$ cat src/scuir_pkg.sv
// package: constants and carrier types of the smart card uart status/irq block
package scuir_pkg;
	// special function register addresses
	localparam logic [7:0] ADDR_BUF = 8'hAA;
	localparam logic [7:0] ADDR_STATUS = 8'hAD;
	localparam logic [7:0] ADDR_IRQ = 8'hAE;
	// bit positions, shared by status, identification and enable registers
	localparam int BIT_TBE = 7;
	localparam int BIT_CARD = 6;
	localparam int BIT_OVF = 5;
	localparam int BIT_VOLT = 4;
	localparam int BIT_WTO = 3;
	localparam int BIT_TX = 2;
	localparam int BIT_RX = 1;
	localparam int BIT_PAR = 0;
	// reset values
	localparam logic [7:0] STATUS_RESET = 8'h80;
	localparam logic [7:0] FLAG_RESET = 8'h00;
	localparam logic [7:0] ENABLE_RESET = 8'h00;
	localparam logic [7:0] DATA_RESET = 8'h00;
	// implemented bits of identification and enable registers
	localparam logic [7:0] IRQ_MASK = 8'hBF;
	// synchroniser depth for pin levels
	localparam int SYNC_STAGES = 2;

	// events from the uart, counters and reset logic, same clock
	typedef struct packed {
		logic tx_load;
		logic tx_done;
		logic rx_done;
		logic char_err;
		logic last_rep;
		logic wt_expire;
		logic wt_reload;
		logic if_reset;
	} scuir_evt_type;

	// cpu special function register access
	typedef struct packed {
		logic rd;
		logic wr;
		logic [7:0] addr;
		logic [7:0] wdata;
	} scuir_sfr_type;
endpackage : scuir_pkg

$ cat src/scuir_top.sv
// status and interrupt identification flags of the smart card uart
`timescale 1ns/1ps
`default_nettype none

module scuir_top (
	// clock, reset, enable
	input wire logic clk_in,
	input wire logic rstn_in,
	input wire logic ce_in,
	// cpu special function register access
	input wire scuir_pkg::scuir_sfr_type sfr_in,
	input wire logic bank_select_in,
	output logic [7:0] sfr_rdata_out,
	// uart, counter and interface events
	input wire scuir_pkg::scuir_evt_type evt_in,
	input wire logic repetition_mode_in,
	// analog comparators and card detect, asynchronous levels
	input wire logic current_over_in,
	input wire logic voltage_ok_in,
	input wire logic card_present_in,
	// interrupt request and its highest priority source
	output logic irq_out,
	output logic [7:0] irq_source_out
);
	import scuir_pkg::*;

	// highest set bit wins: tbe, ovf, volt, wto, tx, rx, parity
	function automatic logic [7:0] prio_pick(input logic [7:0] vec);
		logic [7:0] pick;
		pick = 8'h00;
		for (int i = 0; i < 8; i++) begin
			if (vec[i]) begin
				pick = 8'h00;
				pick[i] = 1'b1;
			end
		end
		return pick;
	endfunction : prio_pick

	// synchroniser and edge history state
	logic [SYNC_STAGES-1:0] ovf_sync_r;
	logic [SYNC_STAGES-1:0] ovf_sync_nxt;
	logic [SYNC_STAGES-1:0] vok_sync_r;
	logic [SYNC_STAGES-1:0] vok_sync_nxt;
	logic [SYNC_STAGES-1:0] card_sync_r;
	logic [SYNC_STAGES-1:0] card_sync_nxt;
	logic ovf_last_r;
	logic ovf_last_nxt;
	logic vok_last_r;
	logic vok_last_nxt;

	// register state
	logic [7:0] status_r;
	logic [7:0] status_nxt;
	logic [7:0] flag_r;
	logic [7:0] flag_nxt;
	logic [7:0] en_r;
	logic [7:0] en_nxt;
	logic [7:0] rdata_r;
	logic [7:0] rdata_nxt;
	logic irq_r;
	logic irq_nxt;
	logic [7:0] src_r;
	logic [7:0] src_nxt;

	// decoded accesses and qualified events
	logic rd_status;
	logic rd_iir;
	logic wr_en;
	logic rd_buf;
	logic wr_buf;
	logic ovf_lvl;
	logic vok_lvl;
	logic ovf_rise;
	logic vok_fall;
	logic tx_set;
	logic rx_set;
	logic par_set;
	logic [7:0] flag_set;

	assign rd_status = sfr_in.rd && sfr_in.addr == ADDR_STATUS && !bank_select_in;
	assign rd_iir = sfr_in.rd && sfr_in.addr == ADDR_IRQ && !bank_select_in;
	assign wr_en = sfr_in.wr && sfr_in.addr == ADDR_IRQ && bank_select_in;
	assign rd_buf = sfr_in.rd && sfr_in.addr == ADDR_BUF;
	assign wr_buf = sfr_in.wr && sfr_in.addr == ADDR_BUF;

	assign ovf_lvl = ovf_sync_r[SYNC_STAGES-1];
	assign vok_lvl = vok_sync_r[SYNC_STAGES-1];
	assign ovf_rise = ovf_lvl && !ovf_last_r;
	assign vok_fall = !vok_lvl && vok_last_r;

	// in repetition mode only the final outcome counts
	assign tx_set = evt_in.tx_done && (!repetition_mode_in || !evt_in.char_err);
	assign rx_set = evt_in.rx_done &&
		(!repetition_mode_in || !evt_in.char_err || evt_in.last_rep);
	assign par_set = evt_in.char_err && (repetition_mode_in ?
		((evt_in.tx_done || evt_in.rx_done) && evt_in.last_rep) :
		evt_in.rx_done);

	always_comb begin
		flag_set = 8'h00;
		flag_set[BIT_TBE] = evt_in.tx_load;
		flag_set[BIT_OVF] = ovf_rise;
		flag_set[BIT_VOLT] = vok_fall;
		flag_set[BIT_WTO] = evt_in.wt_expire;
		flag_set[BIT_TX] = evt_in.tx_done && !(repetition_mode_in &&
			evt_in.char_err && !evt_in.last_rep);
		flag_set[BIT_RX] = rx_set;
		flag_set[BIT_PAR] = par_set;
	end

	// synchronisers: first stage read only by the second
	always_comb begin
		ovf_sync_nxt = {ovf_sync_r[SYNC_STAGES-2:0], current_over_in};
		vok_sync_nxt = {vok_sync_r[SYNC_STAGES-2:0], voltage_ok_in};
		card_sync_nxt = {card_sync_r[SYNC_STAGES-2:0], card_present_in};
		ovf_last_nxt = ovf_lvl;
		vok_last_nxt = vok_lvl;
	end

	always_ff @(posedge clk_in) begin
		if (!rstn_in) begin
			ovf_sync_r <= '0;
			vok_sync_r <= '0;
			card_sync_r <= '0;
			ovf_last_r <= 1'b0;
			vok_last_r <= 1'b0;
		end else if (ce_in) begin
			ovf_sync_r <= ovf_sync_nxt;
			vok_sync_r <= vok_sync_nxt;
			card_sync_r <= card_sync_nxt;
			ovf_last_r <= ovf_last_nxt;
			vok_last_r <= vok_last_nxt;
		end
	end

	// status register; hardware set wins over read clear
	always_comb begin
		status_nxt = status_r;
		status_nxt[BIT_OVF] = ovf_lvl;
		status_nxt[BIT_VOLT] = vok_lvl;
		status_nxt[BIT_CARD] = card_sync_r[SYNC_STAGES-1];
		if (evt_in.if_reset) begin
			status_nxt[BIT_WTO] = 1'b0;
		end else if (evt_in.wt_expire) begin
			status_nxt[BIT_WTO] = 1'b1;
		end else if (evt_in.wt_reload) begin
			status_nxt[BIT_WTO] = 1'b0;
		end
		if (rd_status) begin
			status_nxt[BIT_TX] = 1'b0;
			status_nxt[BIT_PAR] = 1'b0;
		end
		if (rd_buf) begin
			status_nxt[BIT_RX] = 1'b0;
		end
		if (wr_buf) begin
			status_nxt[BIT_TBE] = 1'b0;
		end
		if (evt_in.tx_load) begin
			status_nxt[BIT_TBE] = 1'b1;
		end
		if (tx_set) begin
			status_nxt[BIT_TX] = 1'b1;
		end
		if (rx_set) begin
			status_nxt[BIT_RX] = 1'b1;
		end
		if (par_set) begin
			status_nxt[BIT_PAR] = 1'b1;
		end
	end

	// identification flags, enables, read data and request
	always_comb begin
		flag_nxt = rd_iir ? FLAG_RESET : flag_r;
		flag_nxt = flag_nxt | flag_set;
		en_nxt = wr_en ? (sfr_in.wdata & IRQ_MASK) : en_r;
		rdata_nxt = rdata_r;
		if (rd_iir) begin
			rdata_nxt = flag_r & IRQ_MASK;
		end else if (sfr_in.rd && sfr_in.addr == ADDR_IRQ) begin
			rdata_nxt = en_r;
		end else if (rd_status) begin
			rdata_nxt = status_r;
		end
		irq_nxt = |(flag_r & en_r);
		src_nxt = prio_pick(flag_r & en_r);
	end

	always_ff @(posedge clk_in) begin
		if (!rstn_in) begin
			status_r <= STATUS_RESET;
			flag_r <= FLAG_RESET;
			en_r <= ENABLE_RESET;
			rdata_r <= DATA_RESET;
			irq_r <= 1'b0;
			src_r <= 8'h00;
		end else if (ce_in) begin
			status_r <= status_nxt;
			flag_r <= flag_nxt;
			en_r <= en_nxt;
			rdata_r <= rdata_nxt;
			irq_r <= irq_nxt;
			src_r <= src_nxt;
		end
	end

	assign sfr_rdata_out = rdata_r;
	assign irq_out = irq_r;
	assign irq_source_out = src_r;
endmodule : scuir_top

`default_nettype wire

$ cat config.mk
export PLATFORM = sky130hd
export DESIGN_NAME = scuir_top
export DESIGN_NICKNAME = d
export VERILOG_FILES = /design/src/scuir_pkg.sv /design/src/scuir_top.sv
export SDC_FILE = /design/constraint.sdc
export NUM_CORES = 1
export LEC_CHECK = 0
export ABC_AREA = 1
export BUFFER_PORTS_ARGS = -buffer_cell sky130_fd_sc_hd__buf_2
export CAP_MARGIN = 20
export CELL_PAD_IN_SITES_DETAIL_PLACEMENT = 1
export CELL_PAD_IN_SITES_GLOBAL_PLACEMENT = 1
export CORE_AREA = 10 10 95 97
export CTS_CLUSTER_SIZE = 12
export DETAILED_ROUTE_END_ITERATION = 12
export DIE_AREA = 0 0 105 107
export PLACE_DENSITY = 0.75
export SLEW_MARGIN = 20
export SYNTH_ARGS = -nofsm -noshare
export SYNTH_HDL_FRONTEND = slang
export SYNTH_SLANG_ARGS = --single-unit
$ cat constraint.sdc
create_clock -name clk_in -period 1.09 [get_ports clk_in]
set_input_delay 0.109 -clock clk_in [delete_from_list [all_inputs] [get_ports clk_in]]
set_output_delay 0.109 -clock clk_in [all_outputs]
set_load 0.01 [all_outputs]
After elaboration in Yosys (flattened, before gate mapping)
Index checks and enable logic that the tools add are counted.
- word-level logic and storage cells: 85
- output and inout bits: 17
- bits in registers: 48
- input port bits: 34
- bitwise logic cells: 2
- reduce and logical (&&, ||, !) cells: 41
- eq/ne operators: 3
- muxes and demuxes: 23
- operators with widths (operator ; count):
    two-way mux 8 bit ; 11
    equality test 8 bit, second input constant ; 3
    logical AND 1 bit ; 17
    AND reduction 2 bit ; 7
    two-way mux 1 bit ; 12
    AND 8 bit ; 1
    OR 8 bit ; 1
    nonzero test 2 bit ; 4
    OR reduction 8 bit ; 1
    logical NOT 1 bit ; 7
    nonzero test 3 bit ; 2
    logical OR 1 bit ; 3

Depth between registers and ports, before layout
Gate-level depths: netlist of run 1.
- depth in word-level cells: 9
- gate-level depth with buffers: 9
- mapped depth without buffers: 9

Worst setup path before layout of run 1
OpenSTA, ideal clock, no wires.
- path type: input to register
- start point: in sfr_in[14] (netlist bit)
- end point: reg rdata_r[0], in the netlist sfr_rdata_out[0]
- buffers on the path: 0
- stages: 8
- data required time: 979 ps
- path slack: 68 ps
- library setup time: 111 ps
- arrival: 911 ps
- path through: inv_1 -> nand2_1 -> nor2_1 -> nand4_2 -> nand2_2 -> nand2_1 -> nor2_1 -> nor2_1
- longest elaborated chain between the ends: 5
- elaborated cells between the ends (all ways): 10
- classes of those cells: 2 x eq/ne; 2 x mux; 6 x reduce/logical
- RTL lines (what ; RTL line ; source):
    start: declaration ; scuir_top.sv:11 ; input wire scuir_pkg::scuir_sfr_type sfr_in,
    equality test 8 bit (on tied branches) ; scuir_top.sv:81, scuir_top.sv:82, scuir_top.sv:182 ;
    logical AND 1 bit (on tied branches) ; scuir_top.sv:81, scuir_top.sv:82, scuir_top.sv:182 ;
    logical AND 1 bit (on tied branches) ; scuir_top.sv:81, scuir_top.sv:82 ;
    nonzero test 3 bit (no source line) ; -- ;
    AND reduction 2 bit (no source line) ; -- ;
    end signal: assignment ; scuir_top.sv:203 ; rdata_r <= rdata_nxt;
    end: declaration ; scuir_top.sv:59 ; logic [7:0] rdata_r;
Parallel ways exist; a longest one is shown, timed or not.
A chain may end at the register's enable or synchronous reset.

Worst setup path after layout of run 1
- start point: reg flag_r[7]
- end point: reg src_r[5], in the netlist irq_source_out[5]
- longest elaborated chain between the ends: 2
- RTL lines (what ; RTL line ; source):
    start: declaration ; scuir_top.sv:55 ; logic [7:0] flag_r;
    start signal: assignment ; scuir_top.sv:201 ; flag_r <= flag_nxt;
    AND 8 bit ; scuir_top.sv:188 ; src_nxt = prio_pick(flag_r & en_r);
    two-way mux 8 bit ; scuir_top.sv:32 ; if (vec[i]) begin
    end signal: assignment ; scuir_top.sv:205 ; src_r <= src_nxt;
    end: declaration ; scuir_top.sv:63 ; logic [7:0] src_r;
Every way passes these cells.

==> results of run 1 <==
[how the worst max path moves through the flow]
stage / from / end / slack, ns / cells past startpoint
6_report: flag_r[7]$_SDFFE_PN0P_ / irq_source_out[5]$_SDFFE_PN0P_ / 0.08 / 4
5_1_grt: en_r[4]$_SDFFE_PN0P_ / irq_source_out[0]$_SDFFE_PN0P_ / -0.04 / 5
4_1_cts: en_r[7]$_SDFFE_PN0P_ / irq_source_out[0]$_SDFFE_PN0P_ / 0.05 / 5
3_5_place_dp: sfr_in[12] / sfr_rdata_out[5]$_SDFFE_PN0P_ / -0.20 / 9
3_3_place_gp: sfr_in[12] / sfr_rdata_out[3]$_SDFFE_PN0P_ / -0.20 / 9
2_1_floorplan: sfr_in[14] / sfr_rdata_out[0]$_SDFFE_PN0P_ / 0.07 / 8
[cells by family after synthesis]
kind of cell / Yosys count
DFF: 44
AOI/OAI and AO/OA: 45
buffers and inverters: 43
and+or+nand+nor: 176
other: 1
[critical path, stage by stage, from the launching register on]
cell,delay [ns]
dfxtp_1,0.33
buf_4,0.14
a21oi_1,0.25
a32oi_1,0.14
nor2_1,0.09
[layout make-up]
| type | count | share of cell area (%) |
|---|---|---|
| repair buffers | 75 | 16.4 |
| inverters | 29 | 4.03 |
| clock inverters | 3 | 0.694 |
| well taps | 99 | 4.58 |
| multi-input cells | 222 | 39.0 |
| clock buffers | 5 | 2.55 |
| flip-flops and latches | 44 | 32.8 |
[stage by stage]
step	setup TNS (ns)	area [um2]	hold slack (ns)
final	0	2700	0.0203
after global routing	-0.0356	2700	0.0141
after CTS	0	2660	0.00476
after detailed placement	-3.02	2570	0.338
after global placement	-2.93	2570	0.333
after floorplan	0	2090	0.244
[cells in the final DEF, fill, tap and decap left out]
| cell | netlist | layout |
|---|---|---|
| nand2_1 | 88 | 86 |
| buf_2 | 7 | 48 |
| nor2_1 | 48 | 47 |
| dfxtp_1 | 44 | 40 |
| inv_1 | 29 | 29 |
| buf_4 | 1 | 27 |
| a21oi_1 | 24 | 24 |
| o21ai_0 | 18 | 18 |
| nand4_1 | 11 | 11 |
| nand3_1 | 12 | 11 |
| nand3b_1 | 7 | 7 |
| clkbuf_8 | 0 | 5 |
| nand2_2 | 2 | 4 |
| dfxtp_2 | 0 | 4 |
| nor3_1 | 2 | 2 |
| nor2_4 | 0 | 2 |
| clkinv_2 | 0 | 2 |
| nor2_2 | 2 | 1 |
| a211o_1 | 1 | 1 |
| nand4_2 | 1 | 1 |
| nor2_8 | 1 | 1 |
| nand3_4 | 0 | 1 |
| a31oi_1 | 1 | 1 |
| a32oi_1 | 1 | 1 |
| nand4_4 | 1 | 1 |
| or2_2 | 1 | 1 |
| conb_1 | 1 | 1 |
| clkinv_4 | 0 | 1 |
[where the power goes]
group	switching, uW	total, uW	internal (uW)
Sequential	34.5	1700	1670
Combinational	204	351	147
Clock	597	1040	447
Total	835	3100	2260
[layer usage]
layer  GRT usage, %  part of all wire, %  vias to the layer above
li1               -                    -                     1120
met1           14.0                   44                     1001
met2           21.3                   50                       35
met3           3.95                  4.5                        8
met4           3.33                  1.3                        0
met5              0                    0                        -
[sequential cells by signal, indices dropped and copies added, names as in the netlist]
register / count
flag_r: 7
ovf_sync_r: 2
vok_sync_r: 2
irq_out: 1
sfr_rdata_out: 8
en_r: 7
status_r: 8
irq_source_out: 7
card_sync_r: 2
[what timing repair did]
action,in CTS,in global routing
gates resized for setup,0,11
setup endpoints to repair,0,8
buffers inserted,0,1
==> metrics.cfg, run 1 <==
[synthesis]
synth_top_family_by_area=simple AND/OR/NAND/NOR gates
synth_seq_cells=44
synthArstFlopShare_pct=0
synth_most_common_cell=nand2_1
netlist.top_cell.by_area=dfxtp_1
synth-edff-count=0
synthSimpleGateAreaFrac_pct=37.7
avgSynthCellArea_um2=6.75
netlist_instances=309
synth_commonest_cells=88 x nand2_1, 48 x nor2_1, 44 x dfxtp_1
yosysSeqAreaShare_pct=42.2
synthTopCellsByArea=dfxtp_1 42%, nand2_1 16%, nor2_1 8.6%
synth_xor_area_share_pct=0
synth-compound-area-share_pct=11.2
yosys_warnings=0
syn_nets=343
synth_fa_ha_area_share_pct=0
synth_area_um2=2090
synthFlopType=dfxtp_1
synthDistinctLibCells=24
synth_top_area_share_pct=42.2
muxShareOfSynthArea_pct=0

[drt]
drtIter0Drc=109
first_pass_iters=4
route.detailed.drc=0
num_vias=2164
ant_nets=0
vias_per_cell=4.54
wl_per_cell_um=13.8
wl_um=6600

[clock_tree]
numCtsBuffers=5
cts.clk_slew.worst_paths_ns=0.09
insertion_delay_ns=0.30
htree_levels=2
cts.sinks=44
root_buffer=clkbuf_8
hold_buffers=0
cts.path.max_buffers=2
cts_tree=built

[timing]
rsz0062_at_grt=true
max_freq_ghz=0.992
skew_ns=0.00352
period_minus_slack_ns=1.01
hold_viol_final=0
fin_ws_ns=0.0820
slew_violations=0
finalCritPeriodShare_pct=92.5
setup_violations=0

[finish]
area_delta_synth_final_pct=29.6
ff_latch_area_um2=886
antenna_cells=0
utilization_pct=37.9
instances_no_fill=477
multi_input_area_um2=1050
final_nets=411
fillerInstances=963
drive_above_1_share_pct=26.2

[min_path]
min_from=card_present_in
worst_hold_path.endpoint=card_sync_r[0]$_SDFFE_PN0P_
hold_depth=3
hp-class=in -> reg

[setup_path]
rrSetupSlack_ns=0.08
critPathCaptureType=register
critPathMaxFanout=3
r2r-end=irq_source_out[5]$_SDFFE_PN0P_
r2r_cells=4
criticalPathCategory=reg -> reg
reg2reg_from=flag_r[7]$_SDFFE_PN0P_
start_kind=register
worstPathArrival_ns=1.25
cp.required_ns=1.33

[power_and_ir_drop]
total_power_uw=3100
peakVddDrop_uv=423
leakagePower_uw=0.00138
power.density_nw_per_um2=1140

[placed_design]
place_hpwl_um=5180
numPortBuffers=48
place_ws_ns=-0.197
dp_cells=468
gp_congestion=0.857

[grt]
antenna_found_initial=0
grt_pass1_wl_um=11300
grt_max_degree=20
grt_util_all_layers_pct=12.2
grt_overflow=0
grt_pass1_vias=2325

[status]
outcome=completed

[floorplanning]
die_area_um2=11200
start_util_pct=29.2
coreArea_um2=7140
die_h_um=107
num_rows=31
io_pins=51
die_x_um=105

[job]
cap_viol_max_count=0

No activity file was read; power rests on OpenSTA's default activity.
==> inputs of run 2 (changes only) <==
--- a/config.mk
+++ b/config.mk
@@ -15,5 +15,6 @@
 export DETAILED_ROUTE_END_ITERATION = 12
 export DIE_AREA = 0 0 105 107
-export PLACE_DENSITY = 0.75
+export PLACE_DENSITY_LB_ADDON = 0.05
+export REMOVE_ABC_BUFFERS = 1
 export SLEW_MARGIN = 20
 export SYNTH_ARGS = -nofsm -noshare
==> constraint.sdc (replaced) <==
create_clock -name clk_in -period 1.09 [get_ports clk_in]
set_input_delay 0.109 -clock clk_in [delete_from_list [all_inputs] [get_ports clk_in]]
set_output_delay 0.109 -clock clk_in [all_outputs]
set_load 0.005 [all_outputs]
==> run 2 against run 1 <==
Combinational power is essentially flat. Final area grew 2.6%. Maximum frequency grew 1.7%. Clock power grew 7%. Sequential cell count is the same. Critical path depth grew 2. Power grew 2.3%. Clock skew is essentially flat. Via count shrank 0.88%. Critical endpoint is now irq_source_out[2]$_SDFFE_PN0P_.
==> metrics.cfg, run 2 (synthesized netlist as in run 1, its figures left out) <==
[status]
outcome=completed

[floorplanning]
die_h_um=107  ; unchanged
coreArea_um2=7140  ; unchanged
die_area_um2=11200  ; unchanged
start_util_pct=29.2  ; unchanged
die_x_um=105  ; unchanged
io_pins=51  ; unchanged
num_rows=31  ; unchanged

[timing]
max_freq_ghz=1.01  ; +1.7%
period_minus_slack_ns=0.991  ; -0.0165 ns
finalCritPeriodShare_pct=91.0  ; -1.5 points
slew_headroom_pct=64.2
fin_setup_tns_ns=0  ; unchanged
skew_ns=0.00340  ; -0.000120 ns
fin_ws_ns=0.0985  ; +0.0165 ns
worst_pin_slew_ns=0.536
slew_violations=0  ; unchanged
setup_violations=0  ; unchanged
rsz0062_at_grt=false
hold_viol_final=0  ; unchanged

[drt]
ant_nets=0  ; unchanged
num_vias=2145  ; -0.88%
route.detailed.drc=0  ; unchanged
wl_um=6590  ; about the same
vias_per_cell=4.43  ; -2.3%
drtIter0Drc=53  ; -51%
wl_per_cell_um=13.6  ; -1.5%
first_pass_iters=4  ; unchanged

[power_and_ir_drop]
peakVddDrop_uv=402  ; -5.0%
leakagePower_uw=0.00141  ; +2.4%
power.density_nw_per_um2=1140  ; -0.30%

[finish]
final_cell_mix=86 x nand2_1, 48 x buf_2, 47 x nor2_1
final_nets=418  ; +1.7%
antenna_cells=0  ; unchanged
area_delta_synth_final_pct=32.9
final_common_cell=nand2_1
drive_above_1_share_pct=27.0  ; +0.82 points
fin_area_um2=2770  ; +2.6%

[setup_path]
rrSetupSlack_ns=0.1  ; +0.02 ns
critPathTopFamily=flip-flops
worstPathArrival_ns=1.24  ; about the same
cpPeakStageDelay_ns=0.33  ; about the same
criticalPathCategory=reg -> reg
critPathMaxFanout=2  ; -1
cpMaxStageDelayCell=dfxtp_2
start_kind=register
worst-path-buf-inv=2  ; +1
critPathCaptureType=register
cp_cell_sequence=nand2_2 -> nand3_4 -> buf_4 -> inv_1 -> nand4_1 -> a21oi_2
cp.required_ns=1.33  ; about the same

[placed_design]
numPortBuffers=48  ; unchanged
place_hpwl_um=5240  ; +1.2%
place_ws_ns=-0.230  ; -0.0321 ns
place_area_um2=2650  ; +2.8%
gp_congestion=0.810  ; -5.4%

[grt]
grt_max_degree=17  ; -15%
grt_util_all_layers_pct=11.9  ; -0.27 points
grt_pass1_vias=2184  ; -6.1%
grt_overflow=0  ; unchanged
antenna_found_initial=0  ; unchanged
grt_pass1_wl_um=11100  ; -2.1%

[clock_tree]
cts_tree=built
numCtsBuffers=5  ; unchanged
htree_levels=2  ; unchanged
insertion_delay_ns=0.30  ; about the same
cts.sinks=44  ; unchanged
hold_buffers=0  ; unchanged
cts.clk_slew.worst_paths_ns=0.09  ; about the same
cts.path.max_buffers=2  ; unchanged
root_buffer=clkbuf_8

[job]
cap_viol_max_count=0  ; unchanged

[min_path]
hp-class=in -> reg

[run 2: changes by cell type in the layout (fill, tap and decap cells not counted), moves of 2 or more]
cell	previous run	this run
buf_4	27	33
dfxtp_1	40	43
dfxtp_2	4	1
a21oi_1	24	22
a21oi_2	0	2
clkinv_2	2	0
[run 2: final cells by class]
type / instances / area (um2)
clock buffers: 7 / 86.3
clock inverters: 1 / 7.51
fillers: 969 / 4360
inverters: 29 / 109
multi-input cells: 222 / 1060
flip-flops and latches: 44 / 882
well taps: 99 / 124
repair buffers: 82 / 508
[run 2: path summary, 6_finish.rpt]
check                                      from                             end  depth (start not counted)
hold reg to reg   sfr_rdata_out[6]$_SDFFE_PN0P_   sfr_rdata_out[6]$_SDFFE_PN0P_                          2
setup / recovery           en_r[5]$_SDFFE_PN0P_  irq_source_out[2]$_SDFFE_PN0P_                          6
hold / removal                        sfr_in[1]            en_r[1]$_SDFFE_PN0P_                          3
setup reg to reg           en_r[5]$_SDFFE_PN0P_  irq_source_out[2]$_SDFFE_PN0P_                          6
[run 2: report_power, final]
part / internal [uW] / total (uW) / switching, uW
Combinational: 157 / 354 / 197
Sequential: 1670 / 1700 / 34.5
Clock: 516 / 1110 / 596
[run 2: worst min-delay path: cells and delay by family]
family                 cells  cell delay [ns]
buffers and inverters      1             0.08
and+or+nand+nor            2             0.11
[run 2: timing repair]
item,CTS,global route
gates resized for setup,0,9
buffers inserted,0,0
setup endpoints to repair,0,5
hold endpoints to repair,0,0
[run 2: metrics by stage]
stage               power [uW]  utilization (%)  instances  hold WS, ns
floorplan                 1860                -        295        0.193
global placement          2090             37.1        476        0.332
detailed placement        2100             37.1        476        0.338
CTS                       3240             38.4        484      0.00867
global route              3350             38.9        484       0.0177
finish                    3170             38.9        484       0.0244
[run 2: layer usage]
metal	wire [um]	vias up	GRT usage [%]	part of all wire, %
met5	0	-	0	0
met3	289	7	3.23	4.4
li1	-	1132	-	-
met1	3380	970	15.4	51
met2	2840	36	18.9	43
met4	80	0	3.82	1.2
==> inputs of run 3 (changes only) <==
PLACE_DENSITY = 0.76   (was not set)
PLACE_DENSITY_LB_ADDON = not set   (was 0.05)
==> run 3 against run 2 <==
Combinational power is 5% lower. Count of clock-buffer cells in the layout did not move. Worst setup slack worse by 0.027 ns. Critical endpoint is now irq_source_out[0]$_SDFFE_PN0P_.
==> metrics.cfg, run 3 (synthesized netlist as in run 1, its figures left out) <==
[finish]
antenna_cells=0  ; unchanged
utilization_pct=37.3  ; -1.5 points
area_delta_synth_final_pct=27.6
final_nets=408  ; -2.4%
multi_input_area_um2=1040  ; -1.2%
fin_area_um2=2660  ; -4.0%
fillerInstances=976  ; +0.72%
final_cell_mix=87 x nand2_1, 48 x buf_2, 47 x nor2_1
drive_above_1_share_pct=23.7  ; -3.3 points
ff_latch_area_um2=881  ; -0.14%
final_common_cell=nand2_1

[timing]
rsz0062_at_grt=false
skew_ns=0.00737  ; +0.00396 ns
period_minus_slack_ns=1.02  ; +0.0268 ns
hold_ws_ns=0.0191  ; -0.00530 ns
slew_violations=0  ; unchanged
fin_setup_tns_ns=0  ; unchanged
max_freq_ghz=0.982  ; -2.6%
setup_violations=0  ; unchanged
hold_viol_final=0  ; unchanged
finalCritPeriodShare_pct=93.4  ; +2.5 points

[setup_path]
criticalPathCategory=reg -> reg
r2r-end=irq_source_out[0]$_SDFFE_PN0P_
cpPeakStageDelay_ns=0.33  ; about the same
start_kind=register
r2r_cells=5  ; -1
critPathCaptureType=register
cp.required_ns=1.33  ; about the same
endpoint=irq_source_out[0]$_SDFFE_PN0P_
rrSetupSlack_ns=0.07  ; -0.03 ns
cpMaxStageDelayCell=dfxtp_1
reg2reg_from=flag_r[7]$_SDFFE_PN0P_
worstPathArrival_ns=1.26  ; +0.02 ns
cp-startpoint=flag_r[7]$_SDFFE_PN0P_
critPathMaxFanout=3  ; +1
cp_cell_sequence=nand2_1 -> nand3_2 -> nor2_4 -> nand4_1 -> a21oi_1

[placed_design]
numPortBuffers=48  ; unchanged
place_hpwl_um=4940  ; -5.7%
gp_congestion=0.812  ; +0.22%
place_area_um2=2550  ; -3.6%

[clock_tree]
cts.clk_slew.worst_paths_ns=0.09  ; about the same
numCtsBuffers=5  ; unchanged
root_buffer=clkbuf_8
insertion_delay_ns=0.30  ; about the same
hold_buffers=0  ; unchanged
cts_tree=built
htree_levels=2  ; unchanged
cts.sinks=44  ; unchanged
cts.path.max_buffers=2  ; unchanged

[floorplanning]
io_pins=51  ; unchanged
coreArea_um2=7140  ; unchanged
die_x_um=105  ; unchanged
die_area_um2=11200  ; unchanged
start_util_pct=29.2  ; unchanged
die_h_um=107  ; unchanged
num_rows=31  ; unchanged

[power_and_ir_drop]
peakVddDrop_uv=489  ; +22%
leakagePower_uw=0.00136  ; -4.2%
power.density_nw_per_um2=1160  ; +1.7%
total_power_uw=3090  ; -2.3%

[grt]
grt_max_degree=19  ; +2
grt_pass1_vias=2309  ; +5.7%
antenna_found_initial=0  ; unchanged
grt_overflow=0  ; unchanged
grt_pass1_wl_um=10800  ; -2.0%
grt_util_all_layers_pct=11.6  ; -0.32 points

[drt]
drtIter0Drc=97  ; +83%
first_pass_iters=4  ; unchanged
num_vias=2135  ; -0.47%
route.detailed.drc=0  ; unchanged
wl_per_cell_um=13.4  ; -1.3%
wl_um=6370  ; -3.4%
vias_per_cell=4.50  ; +1.6%
ant_nets=0  ; unchanged

[min_path]
hp-class=in -> reg

[job]
cap_viol_max_count=0  ; unchanged

[status]
outcome=completed

## run 3: cell count changes in the layout (fill, tap and decap cells not counted), sizes merged
cell	before	now
buf	82	72
clkinv	0	1
clkinvlp	1	0
## run 3: cell type report
class / instances / share of cell area (%)
well taps: 99 / 4.65
multi-input cells: 222 / 39.2
clock inverters: 1 / 0.329
clock buffers: 7 / 2.87
repair buffers: 72 / 15.8
inverters: 29 / 4.09
flip-flops and latches: 44 / 33.1
## run 3: metrics by stage
step | std cells | setup WS (ns)
after floorplan | 295 | -0.0475
after global placement | 465 | -0.177
after detailed placement | 465 | -0.204
after CTS | 473 | 0.0120
after global routing | 474 | 0.00968
final | 474 | 0.0717
## run 3: timing repair
action / in CTS / in global routing
gates resized for setup: 0 / 5
setup endpoints to repair: 0 / 5
setup buffers: 0 / 1
## run 3: routing by layer
| metal | routed length, um | vias to the layer above | track usage [%] |
|---|---|---|---|
| met2 | 2950 | 45 | 19.4 |
| li1 | - | 1110 | - |
| met5 | 0 | - | 0 |
| met4 | 146 | 0 | 4.80 |
| met1 | 2970 | 969 | 13.7 |
| met3 | 295 | 11 | 3.35 |
## run 3: worst min-delay path by stage
stage / from / slack, ns / depth (start not counted) / end
detailed placement: current_over_in / 0.34 / 3 / ovf_sync_r[0]$_SDFFE_PN0P_
CTS: current_over_in / 0.02 / 3 / ovf_sync_r[0]$_SDFFE_PN0P_
finish: current_over_in / 0.02 / 3 / ovf_sync_r[0]$_SDFFE_PN0P_
global placement: voltage_ok_in / 0.33 / 3 / vok_sync_r[0]$_SDFFE_PN0P_
global route: sfr_in[2] / 0.03 / 3 / en_r[2]$_SDFFE_PN0P_
floorplan: rstn_in / 0.19 / 1 / status_r[7]$_SDFFE_PN1P_
## run 3: critical path: cells and delay by family, from the launching register on
family / cells / cell delay [ns]
compound gates: 1 / 0.14
flops: 1 / 0.33
simple gates: 4 / 0.49
## run 3: power by group
part           total (uW)  internal, uW  switching [uW]
Combinational         338           144             194
Clock                1050           459             593
Sequential           1700          1670            36.8
Total                3090          2270             824
